**src/inc/ocp_amp_pkg.sv**
```systemverilog
package ocp_amp_pkg;
    // Clock and time base
    localparam int CLK_MHZ = 250;
    localparam int TRIM_TIME_US = 50;
    localparam int TRIM_CYCLES = TRIM_TIME_US * CLK_MHZ;
    localparam int DEGLITCH_TIME_NS = 4000;
    localparam int DEGLITCH_CYCLES = (DEGLITCH_TIME_NS * CLK_MHZ + 999) / 1000;
    localparam int FILTER_TIME_NS = 16;
    localparam int FILTER_CYCLES = (FILTER_TIME_NS * CLK_MHZ + 999) / 1000;
    localparam int NUM_CH = 3;
    localparam int NUM_FET = 6;
    localparam int NUM_IN = 6;

    // Register map, word offsets as byte addresses
    localparam logic [7:0] ADDR_CTRL = 8'h00;
    localparam logic [7:0] ADDR_CAL = 8'h04;
    localparam logic [7:0] ADDR_STATUS = 8'h08;
    localparam logic [7:0] ADDR_MASK = 8'h0C;
    localparam logic [7:0] ADDR_STATE = 8'h10;

    // Control register fields
    localparam int CTRL_THR_LSB = 0;
    localparam int CTRL_GAIN_LSB = 4;
    localparam int CTRL_LSREF_BIT = 6;
    localparam int CTRL_FET_BIT = 7;
    localparam int CTRL_DIV_BIT = 8;
    localparam int CTRL_AUTOCAL_BIT = 9;
    localparam int CTRL_MODE_LSB = 10;
    localparam logic [31:0] CTRL_RESET = 32'h0000_0100;

    // Status bits: six overcurrent flags, trim done
    localparam int STAT_TRIM_BIT = 6;
    localparam int STAT_W = 7;

    // Threshold codes: serial parts reach the top code, pin parts stop lower
    localparam logic [3:0] THR_MAX_SERIAL = 4'hF;
    localparam logic [3:0] THR_MAX_PIN = 4'hA;
    localparam logic [1:0] GAIN_MAX = 2'h3;

    typedef enum logic [1:0] {
        GAIN_5, GAIN_10, GAIN_20, GAIN_40
    } gain_t;

    typedef enum logic [1:0] {
        FM_LATCH, FM_RETRY, FM_REPORT, FM_IGNORE
    } fault_mode_t;

    // First member is the MSB, so the threshold lands on bits 3:0
    typedef struct packed {
        fault_mode_t fault_mode;
        logic auto_cal_enable;
        logic ref_divider_enable;
        logic fet_voltage_sense_mode;
        logic lowside_monitor_reference_select;
        gain_t amplifier_gain;
        logic [3:0] trip_threshold;
    } cfg_t;

    typedef struct packed {
        logic [1:0] gain_sel;
        logic inputs_shorted;
        logic load_disconnect;
        logic trim_run;
        logic ref_divider_on;
        logic lowside_monitor_reference_select_negative;
    } amp_ctrl_t;
endpackage

```
**src/core/ocp_deglitch.sv**
```systemverilog
module ocp_deglitch
    import ocp_amp_pkg::*;
#(
    parameter int COUNT = 1
) (
    input wire logic clk,
    input wire logic rst,
    input wire logic level_in,
    output logic detect
);
    localparam int CW = $clog2(COUNT + 1);
    localparam logic [CW-1:0] LAST = CW'(COUNT);
    logic [CW-1:0] cnt_ff;
    logic [CW-1:0] nxt_cnt;

    // Count while above threshold; any dip restarts the count
    assign nxt_cnt = !level_in ? '0 : (cnt_ff == LAST) ? cnt_ff :
                     cnt_ff + CW'(1);

    always_ff @(posedge clk or posedge rst) begin
        if (rst) begin
            cnt_ff <= '0;
        end else begin
            cnt_ff <= nxt_cnt;
        end
    end

    // Fires only once the level outlasts the whole count
    assign detect = level_in && (cnt_ff == LAST);
endmodule

```
**src/core/trim_sequencer.sv**
```systemverilog
module trim_sequencer
    import ocp_amp_pkg::*;
#(
    parameter int TRIM_LEN = TRIM_CYCLES
) (
    input wire logic clk,
    input wire logic rst,
    input wire logic start,
    output logic running,
    output logic done
);
    localparam int CW = $clog2(TRIM_LEN + 1);
    localparam logic [CW-1:0] LAST = CW'(TRIM_LEN - 1);

    typedef enum logic {
        TS_IDLE, TS_RUN
    } trim_state_t;

    trim_state_t state_ff;
    trim_state_t nxt_state;
    logic [CW-1:0] cnt_ff;
    logic [CW-1:0] nxt_cnt;
    logic end_hit;

    assign end_hit = (state_ff == TS_RUN) && (cnt_ff == LAST);

    // A restart while running simply begins the count again
    always_comb begin
        nxt_state = state_ff;
        nxt_cnt = cnt_ff;
        case (state_ff)
            TS_IDLE: begin
                if (start) begin
                    nxt_state = TS_RUN;
                    nxt_cnt = '0;
                end
            end
            TS_RUN: begin
                if (start) begin
                    nxt_cnt = '0;
                end else if (end_hit) begin
                    nxt_state = TS_IDLE;
                end else begin
                    nxt_cnt = cnt_ff + CW'(1);
                end
            end
            default: begin
                nxt_state = TS_IDLE;
            end
        endcase
    end

    always_ff @(posedge clk or posedge rst) begin
        if (rst) begin
            state_ff <= TS_IDLE;
            cnt_ff <= '0;
        end else begin
            state_ff <= nxt_state;
            cnt_ff <= nxt_cnt;
        end
    end

    assign running = (state_ff == TS_RUN);
    assign done = end_hit && !start;
endmodule

```
**src/core/ocp_amp_ctrl.sv**
```systemverilog
// What this block does
// - An overcurrent is flagged only when a monitor stays above trip longer than the deglitch time, then the fault mode acts.
// - On serial parts a control bit picks shunt positive or negative as low-side monitor reference; high side always compares drain to switch node.
// - The trip threshold code spans 0.06 V to 2 V on serial parts and only up to 1 V on pin parts.
// - Amplifier gain is one of exactly four settings: 5, 10, 20 or 40 V/V.
// - Logic control inputs pass a short digital filter so that noise spikes do not change gate outputs.
// - On serial parts, clearing the divider bit removes the reference divider, making the amplifier unidirectional.
// - A per-channel calibration request shorts only that amplifier's inputs and disconnects its load.
// - Manual calibration exists only on serial parts; pin parts have no such control.
// - Calibration requests are taken at any moment, even while the bridges switch, never deferred.
// - Power-up auto trim starts as soon as the reference voltage first exceeds its minimum level.
// - With auto-cal enabled on serial parts, a channel calibration request reruns the auto trim instead.
// - While any auto trim runs, every amplifier is forced to maximum gain.
// - On serial parts, FET sense mode forces the low-side monitor reference to shunt negative, overriding the select bit.
//
// The address map and the plain strobed port were decided locally.
module ocp_amp_ctrl
    import ocp_amp_pkg::*;
#(
    parameter int TRIM_LEN = TRIM_CYCLES,
    parameter bit SERIAL_PART = 1'b1
) (
    input wire logic clk,
    input wire logic rst,
    input wire logic [7:0] addr,
    input wire logic [31:0] wdata,
    input wire logic wr_en,
    input wire logic rd_en,
    output logic [31:0] rdata,
    input wire logic vref_valid,
    input wire logic [NUM_FET-1:0] vds_above_trip,
    input wire logic [NUM_IN-1:0] gate_cmd_in,
    input wire logic [3:0] pin_threshold,
    input wire logic [1:0] pin_gain,
    output logic [NUM_IN-1:0] gate_cmd_filtered,
    output logic [3:0] overcurrent_trip_threshold,
    output logic [NUM_CH-1:0] lowside_monitor_reference_select_negative,
    output logic [NUM_CH*2-1:0] amp_gain_sel,
    output logic ref_divider_on,
    output logic [NUM_CH-1:0] amp_inputs_shorted,
    output logic [NUM_CH-1:0] amp_load_disconnect,
    output logic trim_active,
    output logic gate_shutdown,
    output logic fault_indicator_output_n,
    output logic irq
);
    ////////////////////////////////////////////////////////////////////////
    // Register file
    cfg_t cfg_ff;
    logic [NUM_CH-1:0] cal_req_ff;
    logic [STAT_W-1:0] status_ff;
    logic [STAT_W-1:0] mask_ff;
    logic [31:0] rdata_ff;
    logic [31:0] nxt_rdata;
    logic wr_ctrl;
    logic wr_cal;
    logic wr_status;
    logic wr_mask;
    logic [STAT_W-1:0] events;
    logic [STAT_W-1:0] nxt_status;
    // Status sources, declared early for the read mux
    logic trim_run;
    logic [NUM_FET-1:0] oc_level;

    // Write decode; unmapped addresses match nothing
    assign wr_ctrl = wr_en && (addr == ADDR_CTRL);
    assign wr_cal = wr_en && (addr == ADDR_CAL);
    assign wr_status = wr_en && (addr == ADDR_STATUS);
    assign wr_mask = wr_en && (addr == ADDR_MASK);

    // Read mux; unmapped addresses read as zero
    always_comb begin
        nxt_rdata = 32'h0000_0000;
        case (addr)
            ADDR_CTRL: nxt_rdata = 32'(cfg_ff);
            ADDR_CAL: nxt_rdata = 32'(cal_req_ff);
            ADDR_STATUS: nxt_rdata = 32'(status_ff);
            ADDR_MASK: nxt_rdata = 32'(mask_ff);
            ADDR_STATE: nxt_rdata = {25'h0, trim_run, oc_level};
            default: nxt_rdata = 32'h0000_0000;
        endcase
    end

    // Hardware set wins over a write-one clear in the same cycle
    assign nxt_status = (status_ff & ~(wr_status ? wdata[STAT_W-1:0] :
                        {STAT_W{1'b0}})) | events;

    // Pin parts take threshold and gain from strap pins, clamped
    logic [3:0] thr_req;
    logic [3:0] thr_lim;
    logic [3:0] thr_eff;
    assign thr_req = SERIAL_PART ? cfg_ff.trip_threshold : pin_threshold;
    assign thr_lim = SERIAL_PART ? THR_MAX_SERIAL : THR_MAX_PIN;
    assign thr_eff = (thr_req > thr_lim) ? thr_lim : thr_req;

    // Configuration and mask take plain writes
    always_ff @(posedge clk or posedge rst) begin
        if (rst) begin
            cfg_ff <= cfg_t'(CTRL_RESET[$bits(cfg_t)-1:0]);
            mask_ff <= '0;
        end else begin
            if (wr_ctrl) begin
                cfg_ff <= cfg_t'(wdata[$bits(cfg_t)-1:0]);
            end
            if (wr_mask) begin
                mask_ff <= wdata[STAT_W-1:0];
            end
        end
    end

    // Sticky status flags
    always_ff @(posedge clk or posedge rst) begin
        if (rst) begin
            status_ff <= '0;
        end else begin
            status_ff <= nxt_status;
        end
    end

    // Read data stands one cycle, zero otherwise
    always_ff @(posedge clk or posedge rst) begin
        if (rst) begin
            rdata_ff <= 32'h0000_0000;
        end else begin
            rdata_ff <= rd_en ? nxt_rdata : 32'h0000_0000;
        end
    end

    assign rdata = rdata_ff;

    ////////////////////////////////////////////////////////////////////////
    // Calibration requests: taken on any write, no gating by switching
    logic [NUM_CH-1:0] cal_set;
    logic auto_mode;
    logic rerun_trim;
    assign cal_set = (wr_cal && SERIAL_PART) ? wdata[NUM_CH-1:0] :
                     {NUM_CH{1'b0}};
    assign auto_mode = SERIAL_PART && cfg_ff.auto_cal_enable;
    // With auto-cal on, a request starts the trim routine instead
    assign rerun_trim = auto_mode && (|cal_set);

    // Manual requests hold until rewritten; auto mode keeps them clear
    always_ff @(posedge clk or posedge rst) begin
        if (rst) begin
            cal_req_ff <= '0;
        end else if (wr_cal && SERIAL_PART && !auto_mode) begin
            cal_req_ff <= wdata[NUM_CH-1:0];
        end else if (auto_mode) begin
            cal_req_ff <= '0;
        end
    end

    ////////////////////////////////////////////////////////////////////////
    // Power-up trim starts on the first rise of reference valid
    logic vref_seen_ff;
    logic trim_start;
    logic trim_done;
    assign trim_start = (vref_valid && !vref_seen_ff) || rerun_trim;

    // Sticky, so a later dip of the reference cannot trim again
    always_ff @(posedge clk or posedge rst) begin
        if (rst) begin
            vref_seen_ff <= 1'b0;
        end else if (vref_valid) begin
            vref_seen_ff <= 1'b1;
        end
    end

    // One sequencer serves power-up and run-time trims alike
    trim_sequencer #(
        .TRIM_LEN(TRIM_LEN)
    ) u_trim (
        .clk(clk),
        .rst(rst),
        .start(trim_start),
        .running(trim_run),
        .done(trim_done)
    );

    ////////////////////////////////////////////////////////////////////////
    // Overcurrent monitors, one deglitcher per MOSFET
    // A count per FET, so one noisy monitor cannot mask another
    genvar gi;
    generate
        for (gi = 0; gi < NUM_FET; gi++) begin : g_mon
            ocp_deglitch #(
                .COUNT(DEGLITCH_CYCLES)
            ) u_deg (
                .clk(clk),
                .rst(rst),
                .level_in(vds_above_trip[gi]),
                .detect(oc_level[gi])
            );
        end
    endgenerate

    // Trim done sits above the six monitor flags
    assign events = {trim_done, oc_level};

    // Fault mode: latch and retry shut the gates, report only flags
    logic shut_req;
    logic report_req;
    assign shut_req = (|status_ff[NUM_FET-1:0]) &&
        ((cfg_ff.fault_mode == FM_LATCH) ||
         ((cfg_ff.fault_mode == FM_RETRY) && (|oc_level)));
    // Ignore mode still records the flag but keeps the pin quiet
    assign report_req = (|status_ff[NUM_FET-1:0]) &&
        (cfg_ff.fault_mode != FM_IGNORE);

    ////////////////////////////////////////////////////////////////////////
    // Input filter: a new input level must hold a few cycles
    localparam int FW = $clog2(FILTER_CYCLES + 1);
    localparam logic [FW-1:0] FLAST = FW'(FILTER_CYCLES);
    logic [NUM_IN-1:0] filt_ff;
    generate
        for (gi = 0; gi < NUM_IN; gi++) begin : g_filt
            logic [FW-1:0] fcnt_ff;
            // Count only while pin and output disagree
            always_ff @(posedge clk or posedge rst) begin
                if (rst) begin
                    fcnt_ff <= '0;
                    filt_ff[gi] <= 1'b0;
                end else if (gate_cmd_in[gi] == filt_ff[gi]) begin
                    fcnt_ff <= '0;
                end else if (fcnt_ff == FLAST) begin
                    filt_ff[gi] <= gate_cmd_in[gi];
                    fcnt_ff <= '0;
                end else begin
                    fcnt_ff <= fcnt_ff + FW'(1);
                end
            end
        end
    endgenerate

    ////////////////////////////////////////////////////////////////////////
    // Analog controls, all registered
    logic [1:0] gain_prog;
    logic [1:0] gain_eff;
    logic ls_neg;
    // Pin parts read gain from the strap, serial parts from the register
    assign gain_prog = SERIAL_PART ? cfg_ff.amplifier_gain : pin_gain;
    // Trim overrides gain only while it runs, so nothing is lost
    assign gain_eff = trim_run ? GAIN_MAX : gain_prog;
    // FET sense keeps the low-side monitor alive via shunt negative
    assign ls_neg = cfg_ff.fet_voltage_sense_mode ||
                    cfg_ff.lowside_monitor_reference_select;

    // Monitor threshold and reference routing
    always_ff @(posedge clk or posedge rst) begin
        if (rst) begin
            overcurrent_trip_threshold <= 4'h0;
            lowside_monitor_reference_select_negative <= '0;
            ref_divider_on <= 1'b1;
        end else begin
            overcurrent_trip_threshold <= thr_eff;
            lowside_monitor_reference_select_negative <= {NUM_CH{SERIAL_PART && ls_neg}};
            ref_divider_on <= !SERIAL_PART ||
                              cfg_ff.ref_divider_enable;
        end
    end

    // Gain and calibration switches
    always_ff @(posedge clk or posedge rst) begin
        if (rst) begin
            amp_gain_sel <= '0;
            amp_inputs_shorted <= '0;
            amp_load_disconnect <= '0;
            trim_active <= 1'b0;
        end else begin
            amp_gain_sel <= {NUM_CH{gain_eff}};
            amp_inputs_shorted <= cal_req_ff |
                                  {NUM_CH{trim_run}};
            amp_load_disconnect <= cal_req_ff;
            trim_active <= trim_run;
        end
    end

    // Fault outputs; the mask gates irq only
    always_ff @(posedge clk or posedge rst) begin
        if (rst) begin
            gate_shutdown <= 1'b0;
            fault_indicator_output_n <= 1'b1;
            irq <= 1'b0;
        end else begin
            gate_shutdown <= shut_req;
            fault_indicator_output_n <= !report_req;
            irq <= |(status_ff & mask_ff);
        end
    end

    // Gate commands held low during shutdown
    always_ff @(posedge clk or posedge rst) begin
        if (rst) begin
            gate_cmd_filtered <= '0;
        end else begin
            gate_cmd_filtered <= filt_ff & {NUM_IN{!shut_req}};
        end
    end
endmodule

```
**config.mk**
```make
export PLATFORM = sky130hd
export DESIGN_NAME = ocp_amp_ctrl
export DESIGN_NICKNAME = d
export VERILOG_FILES = /design/src/inc/ocp_amp_pkg.sv /design/src/core/ocp_deglitch.sv /design/src/core/trim_sequencer.sv /design/src/core/ocp_amp_ctrl.sv
export SDC_FILE = /design/constraint.sdc
export NUM_CORES = 1
export LEC_CHECK = 0
export ABC_AREA = 0
export BUFFER_PORTS_ARGS = -buffer_cell sky130_fd_sc_hd__clkbuf_2
export CORE_MARGIN = 2
export CORE_UTILIZATION = 42
export CTS_CLUSTER_DIAMETER = 30
export CTS_CLUSTER_SIZE = 28
export DETAILED_ROUTE_END_ITERATION = 12
export MAX_ROUTING_LAYER = met4
export SLEW_MARGIN = 10
export SYNTH_ARGS = -nofsm -noshare
export SYNTH_HDL_FRONTEND = slang
export SYNTH_SLANG_ARGS = --single-unit
```
**constraint.sdc**
```tcl
create_clock -name clk -period 5.9 [get_ports clk]
set_input_delay 0.59 -clock clk [delete_from_list [all_inputs] [get_ports clk]]
set_output_delay 0.59 -clock clk [all_outputs]
set_load 0.01 [all_outputs]
```
==> results.json <==
{
  "crit_slowest_cell": "or4_4",
  "synthMuxAreaShare_pct": 7.57,
  "synth_fa_ha_area_share_pct": 3.89,
  "grt_start_max_net_pins": 107,
  "r2r-start": "u_trim.cnt_ff[11]$_DFFE_PP0P_",
  "synth-seq-area-share_pct": 51.4,
  "die_y_um": 142,
  "synth_top_area_share_pct": 50.5,
  "nets": 893,
  "p_per_area_nw_per_um2": 309,
  "syn_area_um2": 8030,
  "cts.sinks": 165,
  "postSynthCellCount": 726,
  "status": "completed",
  "path_clk_slew_ns": 0.06,
  "crit_buf_inv": 1,
  "leakage_uw": 0.00425,
  "fin_cells": 1052,
  "yosys.cell_types.count": 61,
  "cts_buffers": 17,
  "hp-class": "in -> async",
  "mostFrequentLayoutCells": "dfrtp_1 (162), clkbuf_2 (78), nor2_1 (54)",
  "wl_met3_um": 838,
  "finalSetupTns_ns": 0,
  "path_max_fanout": 12,
  "rsz0062_at_grt": "false",
  "yosys.area.top_type": "dfrtp_1",
  "ctsResizeCount": 0,
  "gp_congestion": 0.848,
  "timing.rr.end": "u_trim.cnt_ff[1]$_DFFE_PP0P_",
  "drt-met1-wl_um": 7500,
  "vias_per_cell": 5.16,
  "io_pins": 125,
  "start_kind": "primary input",
  "ctsHoldBuffers": 0,
  "ys_async_sr_fraction_pct": 100,
  "dieArea_um2": 20300,
  "r2r_cells": 5,
  "yosys.area_share.simple_pct": 19.7,
  "required_ns": 6.21,
  "synth-edff-count": 0,
  "post_drt_wl_per_cell_um": 15.7,
  "synth_compound_area_share_pct": 5.92,
  "firstDrtPassIters": 4,
  "avgSynthCellArea_um2": 11.1,
  "overflow": 0,
  "startpoint": "addr[1]",
  "antennaDiodeCount": 0,
  "worstPathArrival_ns": 2.46,
  "antenna_found_initial": 0,
  "max_stage_delay_ns": 0.59,
  "clk_latency_ns": 0.42,
  "area_growth_pct": 13.2,
  "grt_pass1_wl_um": 27700,
  "synthXorXnorAreaFrac_pct": 6.10,
  "clockRootBuffer": "clkbuf_16",
  "rrSetupSlack_ns": 3.77,
  "synth_top_family_by_area": "simple AND/OR/NAND/NOR gates",
  "finalCriticalPeriod_ns": 2.15,
  "grt_pass1_vias": 5579,
  "fin_skew_ns": 0.00519,
  "drt-total-wl_um": 16500,
  "cap_violations": 0,
  "endpoint": "cfg_ff[11]$_DFFE_PP0P_",
  "drt-initial-drc-count": 252,
  "setup_viol": 0,
  "final-seq-area_um2": 4130,
  "top_layer_used": "met4",
  "max_clock_freq_ghz": 0.464,
  "vdd_drop_max_mv": 0.276,
  "dp.cells": 1020,
  "num-fill-cells": 1691,
  "synth_area_leaders": "dfrtp_1 (50%), ha_1 (3.9%), xnor2_1 (3.7%), mux2_4 (3.2%), buf_4 (2.5%)",
  "crit_chain": "clkbuf_2 > or4_4 > nor3_4 > nand3_4 > mux2_4",
  "timing.final.crit_share_pct": 36.5,
  "max-clock-path-buffers": 2,
  "cp-end-kind": "flip-flop",
  "path_delay_family": "simple AND/OR/NAND/NOR gates",
  "dp_hpwl_um": 11600,
  "drc": 0,
  "ant_nets": 0,
  "criticalPathCategory": "in -> reg",
  "hold_viol": 0,
  "tightest_slew_ns": 0.935,
  "timing.critical_path.depth": 5,
  "slew_violations": 0,
  "die_w_um": 142,
  "ys_ff_latch": 165,
  "cts_tree": "yes",
  "portBuffers": 78,
  "placementRows": 50,
  "postCtsSetupBuffers": 0,
  "vias": 5430,
  "ys.flop_type": "dfrtp_1",
  "cts_htree_levels": 4,
  "coreArea_um2": 18800,
  "start_util_pct": 42.8,
  "drive_above_1_share_pct": 20.0,
  "track_usage_pct": 17.9,
  "wl_met2_um": 8060,
  "yosys_warnings": 0,
  "multi_input_area_um2": 3540,
  "final_common_cell": "dfrtp_1",
  "relSlewSlack_pct": 37.7
}
[routing by layer]
layer / vias to the layer above / track usage (%)
li1: 2636 / -
met1: 2671 / 23.0
met2: 112 / 29.1
met3: 11 / 4.10
met4: 0 / 4.33
met5: - / -
[power breakdown]
part | internal, uW | leakage (uW) | switching, uW
registers | 1250 | 0.00218 | 110
logic | 182 | 0.00180 | 206
clock network | 623 | 0.000276 | 439
[synthesized netlist by cell type (2+ instances only)]
cell type	instances
a211oi_1	4
a21boi_0	4
a21oi_1	20
a22o_1	6
a22oi_1	2
a32oi_1	2
and2_1	29
and3_1	18
and4_1	6
buf_2	2
buf_4	27
buf_6	2
clkbuf_1	8
dfrtp_1	162
dfstp_2	3
ha_1	25
inv_1	38
mux2_2	12
mux2_4	17
mux2i_1	15
mux4_2	3
nand2_1	40
nand2b_1	7
nand3_1	39
nand3b_1	4
nand4_1	18
nand4b_1	3
nor2_1	54
nor2b_1	11
nor3_1	11
nor3b_1	3
nor4_1	6
nor4bb_1	4
o21a_1	2
o21ai_0	13
o2bb2ai_1	2
o31a_1	2
o31ai_1	6
o41ai_1	3
or2_2	8
or3_1	9
or4_1	3
xnor2_1	34
xor2_1	22
[registers in the layout, summed over array words and instances, names as in the netlist, 2 cells and up]
register,flops
status_ff,7
rdata,12
cal_req_ff,3
g_mon.u_deg.cnt_ff,60
gain_prog,2
amp_gain_sel,2
mask_ff,7
amp_load_disconnect,3
cfg_ff,5
gate_cmd_filtered,6
overcurrent_trip_threshold,4
filt_ff,6
u_trim.cnt_ff,14
thr_req,4
g_filt.fcnt_ff,18
amp_inputs_shorted,3
[per-stage QoR]
step           power, uW  hold slack, ns  cell area (um2)  setup WS, ns  utilization [%]
6_report            2810           0.365             9100          3.75             48.5
5_1_grt             2970           0.372             9100          3.49             48.5
4_1_cts             2850           0.374             9100          3.78             48.5
3_5_place_dp        1770           0.369             8530          3.33             45.5
3_3_place_gp        1740           0.368             8530          3.32             45.5
2_1_floorplan       1660           0.358             8110         0.853                -
[logic make-up after synthesis]
group	count (synthesis)
buf+inv	79
other cells	1
compound gates	71
flops	165
mux	47
fa+ha+maj	25
simple gates	282
xor+xnor	56
[worst min path at each step]
stage | cells past startpoint | slack [ns] | end | from
finish | 2 | 0.37 | g_filt[2].fcnt_ff[2]$_DFF_PP0_ | rst
global route | 2 | 0.37 | cfg_ff[7]$_DFFE_PP0P_ | wdata[7]
floorplan | 0 | 0.36 | ref_divider_on$_DFF_PP1_ | cfg_ff[8]$_DFFE_PP1P_
global placement | 0 | 0.37 | ref_divider_on$_DFF_PP1_ | cfg_ff[8]$_DFFE_PP1P_
detailed placement | 0 | 0.37 | ref_divider_on$_DFF_PP1_ | cfg_ff[8]$_DFFE_PP1P_
CTS | 2 | 0.37 | vref_seen_ff$_DFFE_PP0P_ | vref_valid
[worst reg2reg max path, stage by stage, from the launching register on]
cell	delay, ns
dfrtp_1	0.40
or4b_1	0.57
o41ai_1	0.54
buf_4	0.26
mux2i_1	0.19
nor2_1	0.05
[cell type report]
class / count / area share [%]
flip-flops and latches: 165 / 45.4
clock inverters: 8 / 0.812
inverters: 39 / 1.66
well taps: 234 / 3.22
multi-input cells: 501 / 38.9
repair buffers: 81 / 4.54
clock buffers: 24 / 5.41
No activity file was read; power rests on OpenSTA's default activity.
